File: config.mk
export PLATFORM = sky130hd
export DESIGN_NAME = stk_exec
export DESIGN_NICKNAME = d
export VERILOG_FILES = /design/src/stk_pkg.sv /design/src/stk_exec.sv
export VERILOG_INCLUDE_DIRS = /design/src
export SDC_FILE = /design/constraint.sdc
export NUM_CORES = 1
export LEC_CHECK = 0
export BUFFER_PORTS_ARGS = -buffer_cell sky130_fd_sc_hd__buf_2
export CORE_ASPECT_RATIO = 1.25
export CORE_MARGIN = 2
export CORE_UTILIZATION = 56
export DETAILED_ROUTE_END_ITERATION = 8
export PLACE_DENSITY = 0.88
export SKIP_CTS_REPAIR_TIMING = 1
export SYNTH_ARGS = -nofsm -noshare
export SYNTH_HDL_FRONTEND = slang
export SYNTH_SLANG_ARGS = --single-unit
File: constraint.sdc
create_clock -name core_clk -period 2.7 [get_ports core_clk]
set_clock_uncertainty 0.05 [all_clocks]
set_input_delay 0.135 -clock core_clk [delete_from_list [all_inputs] [get_ports core_clk]]
set_output_delay 0.135 -clock core_clk [all_outputs]
set_load 0.02 [all_outputs]
File: src/stk_regs.svh
`ifndef STK_REGS_SVH
`define STK_REGS_SVH

`define STK_OPC_POP_USER_INC 8'h93
`define STK_OPC_PUSH_DIRECT 8'h70
`define STK_OPC_PUSH_INDIRECT 8'h71
`define STK_OPC_PUSH_USER_DEC 8'h82
`define STK_INSTR_CYCLES 3'h7
`define STK_STACK_POINTER_RESET 16'h0000
`define STK_BYTE_RESET 8'h00

`endif

File: src/stk_pkg.sv
package stk_pkg;

  // gray codes along idle -> fetch -> fetch -> update -> store -> hold
  typedef enum logic [2:0] {
    stk_idle = 3'b000,
    stk_fetch_ptr = 3'b001,
    stk_fetch_data = 3'b011,
    stk_update = 3'b010,
    stk_store = 3'b110,
    stk_hold = 3'b111
  } stk_state_t;

  typedef struct packed {
    stk_state_t state;
    logic [2:0] cnt;
    logic [7:0] op;
    logic [7:0] b1;
    logic [7:0] b2;
    logic [7:0] ptr;
    logic [7:0] data;
    logic [15:0] system_stack_pointer;
    logic rf_we;
    logic [7:0] rf_wa;
    logic [7:0] rf_wd;
    logic [7:0] rf_ra;
    logic mem_we;
    logic [15:0] mem_a;
    logic [7:0] mem_wd;
    logic illegal;
  } stk_regs_t;

endpackage

File: src/stk_exec.sv
`timescale 1ns/10ps
`include "stk_regs.svh"

module stk_exec (
  input wire logic core_clk,
  input wire logic nrst,
  input wire logic start,
  input wire logic [7:0] opcode,
  input wire logic [7:0] operand1,
  input wire logic [7:0] operand2,
  output logic ready,
  output logic done,
  output logic illegal_op,
  output logic [7:0] rf_rd_addr,
  input wire logic [7:0] rf_rd_data,
  output logic rf_we,
  output logic [7:0] rf_wr_addr,
  output logic [7:0] rf_wr_data,
  output logic mem_we,
  output logic [15:0] mem_addr,
  output logic [7:0] mem_wr_data,
  input wire logic stack_pointer_load,
  input wire logic [15:0] stack_pointer_load_value,
  output logic [7:0] stack_pointer_high_byte,
  output logic [7:0] stack_pointer_low_byte
);

  stk_pkg::stk_regs_t r;
  stk_pkg::stk_regs_t next_r;

  function automatic logic is_known(input logic [7:0] opc);
    is_known = (opc == `STK_OPC_POP_USER_INC) ||
               (opc == `STK_OPC_PUSH_DIRECT) ||
               (opc == `STK_OPC_PUSH_INDIRECT) ||
               (opc == `STK_OPC_PUSH_USER_DEC);
  endfunction

  function automatic logic is_sys_push(input logic [7:0] opc);
    is_sys_push = (opc == `STK_OPC_PUSH_DIRECT) ||
                  (opc == `STK_OPC_PUSH_INDIRECT);
  endfunction

  function automatic logic is_user_pop(input logic [7:0] opc);
    is_user_pop = (opc == `STK_OPC_POP_USER_INC);
  endfunction

  function automatic logic is_user_push(input logic [7:0] opc);
    is_user_push = (opc == `STK_OPC_PUSH_USER_DEC);
  endfunction

  always_comb begin
    next_r = r;
    next_r.rf_we = 1'b0;
    next_r.mem_we = 1'b0;
    next_r.illegal = 1'b0;
    // length follows the counter, not the state path, so the shorter
    // direct push still occupies all seven cycles
    if (r.state != stk_pkg::stk_idle) begin
      next_r.cnt = r.cnt + 3'd1;
    end
    unique case (r.state)
      stk_pkg::stk_idle: begin
        next_r.cnt = 3'd0;
        // pointer loads only between instructions so a push sees one value
        if (stack_pointer_load) begin
          next_r.system_stack_pointer = stack_pointer_load_value;
        end
        if (start) begin
          if (is_known(opcode)) begin
            next_r.op = opcode;
            next_r.b1 = operand1;
            next_r.b2 = operand2;
            next_r.rf_ra = operand1;
            next_r.cnt = 3'd1;
            next_r.state = stk_pkg::stk_fetch_ptr;
          end else begin
            next_r.illegal = 1'b1;
          end
        end
      end
      stk_pkg::stk_fetch_ptr: begin
        next_r.ptr = rf_rd_data;
        if (r.op == `STK_OPC_PUSH_DIRECT) begin
          next_r.data = rf_rd_data;
          next_r.state = stk_pkg::stk_update;
        end else begin
          // 82h names the source in the third byte, the others indirect
          if (is_user_push(r.op)) begin
            next_r.rf_ra = r.b2;
          end else begin
            next_r.rf_ra = rf_rd_data;
          end
          next_r.state = stk_pkg::stk_fetch_data;
        end
      end
      stk_pkg::stk_fetch_data: begin
        next_r.data = rf_rd_data;
        next_r.state = stk_pkg::stk_update;
      end
      stk_pkg::stk_update: begin
        if (is_sys_push(r.op)) begin
          next_r.system_stack_pointer =
            r.system_stack_pointer - 16'h0001;
        end else if (is_user_pop(r.op)) begin
          next_r.rf_we = 1'b1;
          next_r.rf_wa = r.b2;
          next_r.rf_wd = r.data;
        end else begin
          next_r.ptr = r.ptr - 8'h01;
          next_r.rf_we = 1'b1;
          next_r.rf_wa = r.b1;
          next_r.rf_wd = r.ptr - 8'h01;
        end
        next_r.state = stk_pkg::stk_store;
      end
      stk_pkg::stk_store: begin
        if (is_sys_push(r.op)) begin
          next_r.mem_we = 1'b1;
          next_r.mem_a = r.system_stack_pointer;
          next_r.mem_wd = r.data;
        end else if (is_user_pop(r.op)) begin
          // pointer written after the data so dst == pointer ends incremented
          next_r.rf_we = 1'b1;
          next_r.rf_wa = r.b1;
          next_r.rf_wd = r.ptr + 8'h01;
        end else begin
          next_r.rf_we = 1'b1;
          next_r.rf_wa = r.ptr;
          // a source that is the pointer itself already holds the new value
          if (r.b2 == r.b1) begin
            next_r.rf_wd = r.ptr;
          end else begin
            next_r.rf_wd = r.data;
          end
        end
        next_r.state = stk_pkg::stk_hold;
      end
      stk_pkg::stk_hold: begin
        if (r.cnt == `STK_INSTR_CYCLES) begin
          next_r.state = stk_pkg::stk_idle;
          next_r.cnt = 3'd0;
        end
      end
      default: begin
        next_r.state = stk_pkg::stk_idle;
        next_r.cnt = 3'd0;
      end
    endcase
  end

  always_ff @(posedge core_clk or negedge nrst) begin
    if (!nrst) begin
      r.state <= stk_pkg::stk_idle;
      r.cnt <= 3'd0;
      r.op <= `STK_BYTE_RESET;
      r.b1 <= `STK_BYTE_RESET;
      r.b2 <= `STK_BYTE_RESET;
      r.ptr <= `STK_BYTE_RESET;
      r.data <= `STK_BYTE_RESET;
      r.system_stack_pointer <= `STK_STACK_POINTER_RESET;
      r.rf_we <= 1'b0;
      r.rf_wa <= `STK_BYTE_RESET;
      r.rf_wd <= `STK_BYTE_RESET;
      r.rf_ra <= `STK_BYTE_RESET;
      r.mem_we <= 1'b0;
      r.mem_a <= `STK_STACK_POINTER_RESET;
      r.mem_wd <= `STK_BYTE_RESET;
      r.illegal <= 1'b0;
    end else begin
      r <= next_r;
    end
  end

  // no flag port exists: these instructions cannot disturb flags
  assign ready = (r.state == stk_pkg::stk_idle);
  assign done = (r.state == stk_pkg::stk_hold) &&
                (r.cnt == `STK_INSTR_CYCLES);
  assign illegal_op = r.illegal;
  // read data is used in the address's own cycle: the file must be async
  assign rf_rd_addr = r.rf_ra;
  assign rf_we = r.rf_we;
  assign rf_wr_addr = r.rf_wa;
  assign rf_wr_data = r.rf_wd;
  assign mem_we = r.mem_we;
  assign mem_addr = r.mem_a;
  assign mem_wr_data = r.mem_wd;
  assign stack_pointer_high_byte = r.system_stack_pointer[15:8];
  assign stack_pointer_low_byte = r.system_stack_pointer[7:0];

endmodule // stk_exec

==> results of run 1 <==
==> final timing paths <==
path,from,to,slack (ns)
min in group asynchronous,nrst,mem_addr[5]$_DFFE_PN0P_,0.16
worst min-delay path,stack_pointer_load_value[10],stack_pointer_high_byte[2]$_DFFE_PN0P_,-0.02
worst max register to register,r[75]$_DFFE_PN0P_,rf_wr_data[6]$_DFFE_PN0P_,0.37
worst min register to register,mem_addr[0]$_DFFE_PN0P_,mem_addr[0]$_DFFE_PN0P_,0.42
max in group asynchronous,nrst,rf_rd_addr[6]$_DFFE_PN0P_,1.66
worst max-delay path,r[75]$_DFFE_PN0P_,rf_wr_data[6]$_DFFE_PN0P_,0.37
==> flip-flops by register name (all words and copies together) (netlist names), 8 cells and up <==
signal                   cells
rf_wr_addr                   8
mem_wr_data                  8
mem_addr                    16
r                           46
rf_wr_data                   8
rf_rd_addr                   8
stack_pointer_high_byte      8
stack_pointer_low_byte       8
==> critical path, cell delays in order, from the launching register on <==
cell and delay, ns:
dfrtp_1 0.50, inv_1 0.20, ha_1 0.28, or4b_1 0.56
o21ai_0 0.23, nand3_1 0.11, a32oi_1 0.21, o21ai_1 0.08
==> cells in the final DEF, fill, tap and decap left out, types with 6 or more instances in the layout <==
| master | n |
|---|---|
| nand3_1 | 10 |
| mux2_2 | 55 |
| nor2b_1 | 6 |
| o21ai_0 | 28 |
| dfrtp_1 | 113 |
| nand2_1 | 59 |
| clkbuf_16 | 17 |
| mux2i_1 | 14 |
| nor3_1 | 13 |
| inv_1 | 16 |
| buf_2 | 119 |
| bufinv_16 | 6 |
| nor4_1 | 6 |
| a31oi_1 | 10 |
| o21ai_1 | 13 |
| dlygate4sd3_1 | 34 |
| a21oi_1 | 54 |
| a211o_1 | 9 |
| xnor2_1 | 13 |
| buf_4 | 16 |
| nor2_1 | 43 |
==> layout make-up <==
cell class | instances | share of cell area, %
Multi-Input combinational cell | 429 | 37.5
Clock inverter | 10 | 2.67
Timing Repair Buffer | 170 | 14.0
Sequential cell | 113 | 36.8
Inverter | 17 | 0.830
Clock buffer | 22 | 6.04
Tap cell | 135 | 2.20
==> power breakdown <==
part / switching, mW / internal [mW] / total, mW / leakage (nW)
combinational: 1.83 / 1.22 / 3.05 / 1.96
sequential: 0.628 / 2.18 / 2.81 / 1.45
clock: 0.783 / 1.78 / 2.56 / 0.320
==> per-layer routing <==
metal | vias to the layer above | part of all wire [%]
met3 | 52 | 5.8
met5 | - | 0
met2 | 251 | 52
met4 | 0 | 4.2
met1 | 2646 | 38
li1 | 2467 | -
==> per-stage QoR <==
step / worst slack (ns) / util (%) / cells / power (mW) / hold WS (ns)
after detailed placement: 0.453 / 60.0 / 830 / 5.74 / 0.0505
after global placement: 0.516 / 60.0 / 830 / 5.61 / 0.0473
final: 0.372 / 69.0 / 896 / 8.42 / -0.0183
after global routing: 0.212 / 69.0 / 896 / 8.83 / 0.00826
after CTS: 0.422 / 66.0 / 862 / 8.34 / -0.388
after floorplan: 0.664 / - / 661 / 5.10 / -0.211
==> kinds of logic (layout without fill, tap and decap cells) <==
kind of cell / Yosys count / in the layout / synth area share [%]
DFF: 113 / 113 / 44.0
buffers and inverters: 119 / 219 / 11.1
adders and majority gates: 5 / 5 / 0.974
AOI/OAI and AO/OA: 155 / 155 / 14.8
muxes: 69 / 69 / 11.8
xor gates and xnor gates: 17 / 17 / 2.32
and+or+nand+nor: 183 / 183 / 14.9
==> metrics, run 1 <==
status=finished, violations left; violated checks=negative hold slack; minimum clock period=2.33 ns; CTS Buf Count=17; CP Class=reg -> reg; Setup violations, final=0; Yosys top cell by area=dfrtp_1; post-route antenna net violation count=0; gr ovfl total=0; relative slew slack=46.4%; multi-input logic area=2880 um2; busiest grt layer=met2; final wirelength=17200 um; ys async rst share=100%; top cells by area, synth=dfrtp_1, mux2_2, buf_4, a21oi_1, nand2_1; Area growth, synth to finish=19.7%; DIE HEIGHT=124 um; vias in the first global route=5058; WL/cell=19.2 um; Sequential Area=2830 um2; initial antenna violation count=0; share of the synthesized area in the top cell type=44.0%; worst hold stages=3; Synth Flop Type=dfrtp_1; most instantiated library cell after synthesis=dfrtp_1; worst-path fanout max=9; DR DRC count=0; Initial Util=57.7%; Finished Cell Area=7690 um2; GPL Wtd Cong=0.919; # diodes=0; pin count of the biggest net entering global routing=51; DR vias/cell=6.04; first-pass GRT wire length=25500 um; Post-synth EDFFs=0; PD cells=1090 nW/um2; final layout net count=805; dpl cell area=6680 um2; max_cap viols=0; clk_lat worst skew=0.41 ns; Worst setup SP type=flop; fin crit share=86.2%; CTS tree=built; Worst EP required=2.94 ns; Ys Warns=0; Min-Delay Path Class=in -> reg; met2 GRT Util=46.8%; synthesized net count=718; DIE AREA=12300 um2; FP Rows=43; synthesized area per cell=9.71 um2; Final Max Tran Viols=0; Pleak=3.73 nW; fmax=0.430 GHz; Synth Register Bits=113; core area=11100 um2; peak supply drop=665 uV; H-tree levels=4; Post-Synthesis Cells=661; CP Data Arrival Time=2.57 ns; PortBufs=120; initial DRC count=439; total track usage=26.9%; fraction of layout cells with a size suffix above 1=30.4%; RSZ-0062 raised after global routing=no; IO Pins=121; hold_ws=-0.0183 ns; post-DP HPWL=11400 um; CTS sink count=113; Root Buffer=clkbuf_16; clk slew on worst S/H paths=0.05 ns; Mapped Area=6420 um2; GR Util met3=5.89%; final setup TNS=0 ns; width of the die=99.8 um; Via Count=5416; fillcell total=792; final hold vios=4; clock tree buffer depth=2; post-synthesis sequential area ratio=44.0%; Worst Setup End Kind=flop; Synth top cells by count=dfrtp_1, buf_4, nand2_1; Slew @ Worst Pin=0.803 ns; count of cell types in the netlist=60; met1 GRT Util=30.8%; r2r worst-path depth=7; Pre-Repair DR Iteration Count=5
No activity file was read; power rests on OpenSTA's default activity.
==> run 2: changes to the inputs <==
--- a/config.mk
+++ b/config.mk
@@ -12,6 +12,7 @@
 export CORE_UTILIZATION = 56
 export DETAILED_ROUTE_END_ITERATION = 8
 export PLACE_DENSITY = 0.88
+export REMOVE_ABC_BUFFERS = 1
 export SKIP_CTS_REPAIR_TIMING = 1
 export SYNTH_ARGS = -nofsm -noshare
 export SYNTH_HDL_FRONTEND = slang
==> constraint.sdc (replaced) <==
create_clock -name core_clk -period 2.7 [get_ports core_clk]
set_clock_uncertainty 0.05 [all_clocks]
set_input_delay 0.27 -clock core_clk [delete_from_list [all_inputs] [get_ports core_clk]]
set_output_delay 0.27 -clock core_clk [all_outputs]
set_load 0.02 [all_outputs]
==> run 2 against run 1 <==
  * The run now ends clean
  * Worst hold slack better by 0.054 ns
  * Critical path type unchanged
  * Final cell count is 3.9% lower
  * Register-to-register slack better by 0.03 ns
  * Non-clock buffer count is 34 lower
  * Highest routed layer unchanged
==> metrics, run 2 (synthesized netlist as in run 1, its figures left out) <==
first-pass GRT wire length=25000 um; CP Class=reg -> reg; worst-path fanout max=5; status=complete, no violations; PD cells=1090 nW/um2; IO Pins=121; Pre-Repair DR Iteration Count=5; register-to-register setup slack=0.41 ns; clock tree buffer depth=2; worst hold stages=2; vias in the first global route=5103; post-DP HPWL=11400 um; Sw Pwr=3.11 mW; FP Rows=43; pin count of the biggest net entering global routing=50; initial antenna violation count=0; # diodes=0; peak supply drop=648 uV; Flop pwr share=35.1%; commonest non-fill, non-tap cell in the layout=buf_2; fin crit share=84.9%; post-route antenna net violation count=0; H-tree levels=4; total track usage=25.9%; Hold Path End=r[90]$_DFFE_PN0P_; final hold vios=0; Slew @ Worst Pin=0.780 ns; Finished Cell Area=7260 um2; Largest register FFs=46; final setup TNS=0 ns; WL/cell=18.2 um; clock power share=27.5%; r2r worst-path depth=7; Setup violations, final=0; placed insts=829; fillcell total=873; gr ovfl total=0; clk_lat worst skew=0.41 ns; DIE HEIGHT=124 um; Sw Share=39.4%; final wirelength=15700 um; Root Buffer=clkbuf_16; CTS sink count=113; Initial Util=57.7%; Pleak=3.55 nW; final layout net count=771; Via Count=5187; reg2reg end=stack_pointer_high_byte[0]$_DFFE_PN0P_; DIE AREA=12300 um2; relative slew slack=48.0%; Worst Setup End Kind=flop; DR DRC count=0; Setup Slack @ Placement=0.448 ns; CP Data Arrival Time=2.54 ns; clk slew on worst S/H paths=0.05 ns; Final Max Tran Viols=0; cell-internal power=4.78 mW; initial DRC count=374; fmax=0.436 GHz; core area=11100 um2; PortBufs=120; Pwr Total=7.89 mW; minimum clock period=2.29 ns; GPL Wtd Cong=0.901; DR vias/cell=6.02; largest reg by FF count=r; dpl cell area=6670 um2; Worst EP required=2.95 ns; worst hold start=operand2[7]; fraction of layout cells with a size suffix above 1=32.0%; Gate power share=37.4%; CTS Buf Count=17; Finished Layout Cells=861; Worst setup SP type=flop; CTS tree=built; Area growth, synth to finish=13.1%; final worst slack=0.406 ns; max_cap viols=0; most frequent cells in the layout=buf_2, dfrtp_1, nand2_1; width of the die=99.8 um; Min-Delay Path Class=in -> reg; FF-to-FF Start=stack_pointer_low_byte[0]$_DFFE_PN0P_; RSZ-0062 raised after global routing=no
-- run 2: how the worst max path moves through the flow --
stage | from | cells past startpoint | slack, ns | end
2_1_floorplan | r[111]$_DFFE_PN0P_ | 5 | 0.22 | r[75]$_DFFE_PN0P_
5_1_grt | r[75]$_DFFE_PN0P_ | 7 | 0.24 | rf_wr_data[4]$_DFFE_PN0P_
4_1_cts | r[75]$_DFFE_PN0P_ | 7 | 0.43 | rf_wr_data[4]$_DFFE_PN0P_
3_3_place_gp | r[75]$_DFFE_PN0P_ | 7 | 0.50 | rf_wr_data[4]$_DFFE_PN0P_
6_report | stack_pointer_low_byte[0]$_DFFE_PN0P_ | 7 | 0.41 | stack_pointer_high_byte[0]$_DFFE_PN0P_
3_5_place_dp | r[75]$_DFFE_PN0P_ | 7 | 0.45 | rf_wr_data[4]$_DFFE_PN0P_
-- run 2: per-layer routing --
layer  wire length, um  up-vias  global-route usage, %
met5                 0        -                      0
met3               963       34                   5.22
met2              8050      237                   45.0
met4               382        0                   12.5
li1                  -     2392                      -
met1              6280     2524                   30.9
-- run 2: final cells by class --
type                    instances  area (um2)  share of cell area, %
clock buffers                  20         467                   6.43
clock inverters                11         113                   1.55
inverters                      17        63.8                  0.879
multi-input cells             429        2880                   39.7
flip-flops and latches        113        2830                   38.9
well taps                     135         169                   2.33
repair buffers                136         738                   10.2
-- run 2: through the flow --
stage	utilization, %	hold slack [ns]
after CTS	65.1	-0.147
final	65.2	0.0358
after global routing	65.2	0.0347
after detailed placement	59.9	0.289
after floorplan	-	-0.0756
after global placement	59.9	0.286
-- run 2: worst max-delay path, stage by stage, from the launching register on --
cell and delay [ns]:
dfrtp_1 0.39, inv_1 0.13, ha_1 0.25, or4b_1 0.57, nand2b_1 0.23, nor2_1 0.25, a21oi_1 0.11, o22a_1 0.20
-- run 2: power by group through the flow --
stage                     sequential (mW)  combinational (mW)  clock, mW
after floorplan                      2.99                1.63          0
after global placement               2.73                2.84          0
after detailed placement             2.78                2.93          0
after CTS                            2.75                2.94       2.20
after global routing                 2.84                3.21       2.27
final                                2.77                2.95       2.17
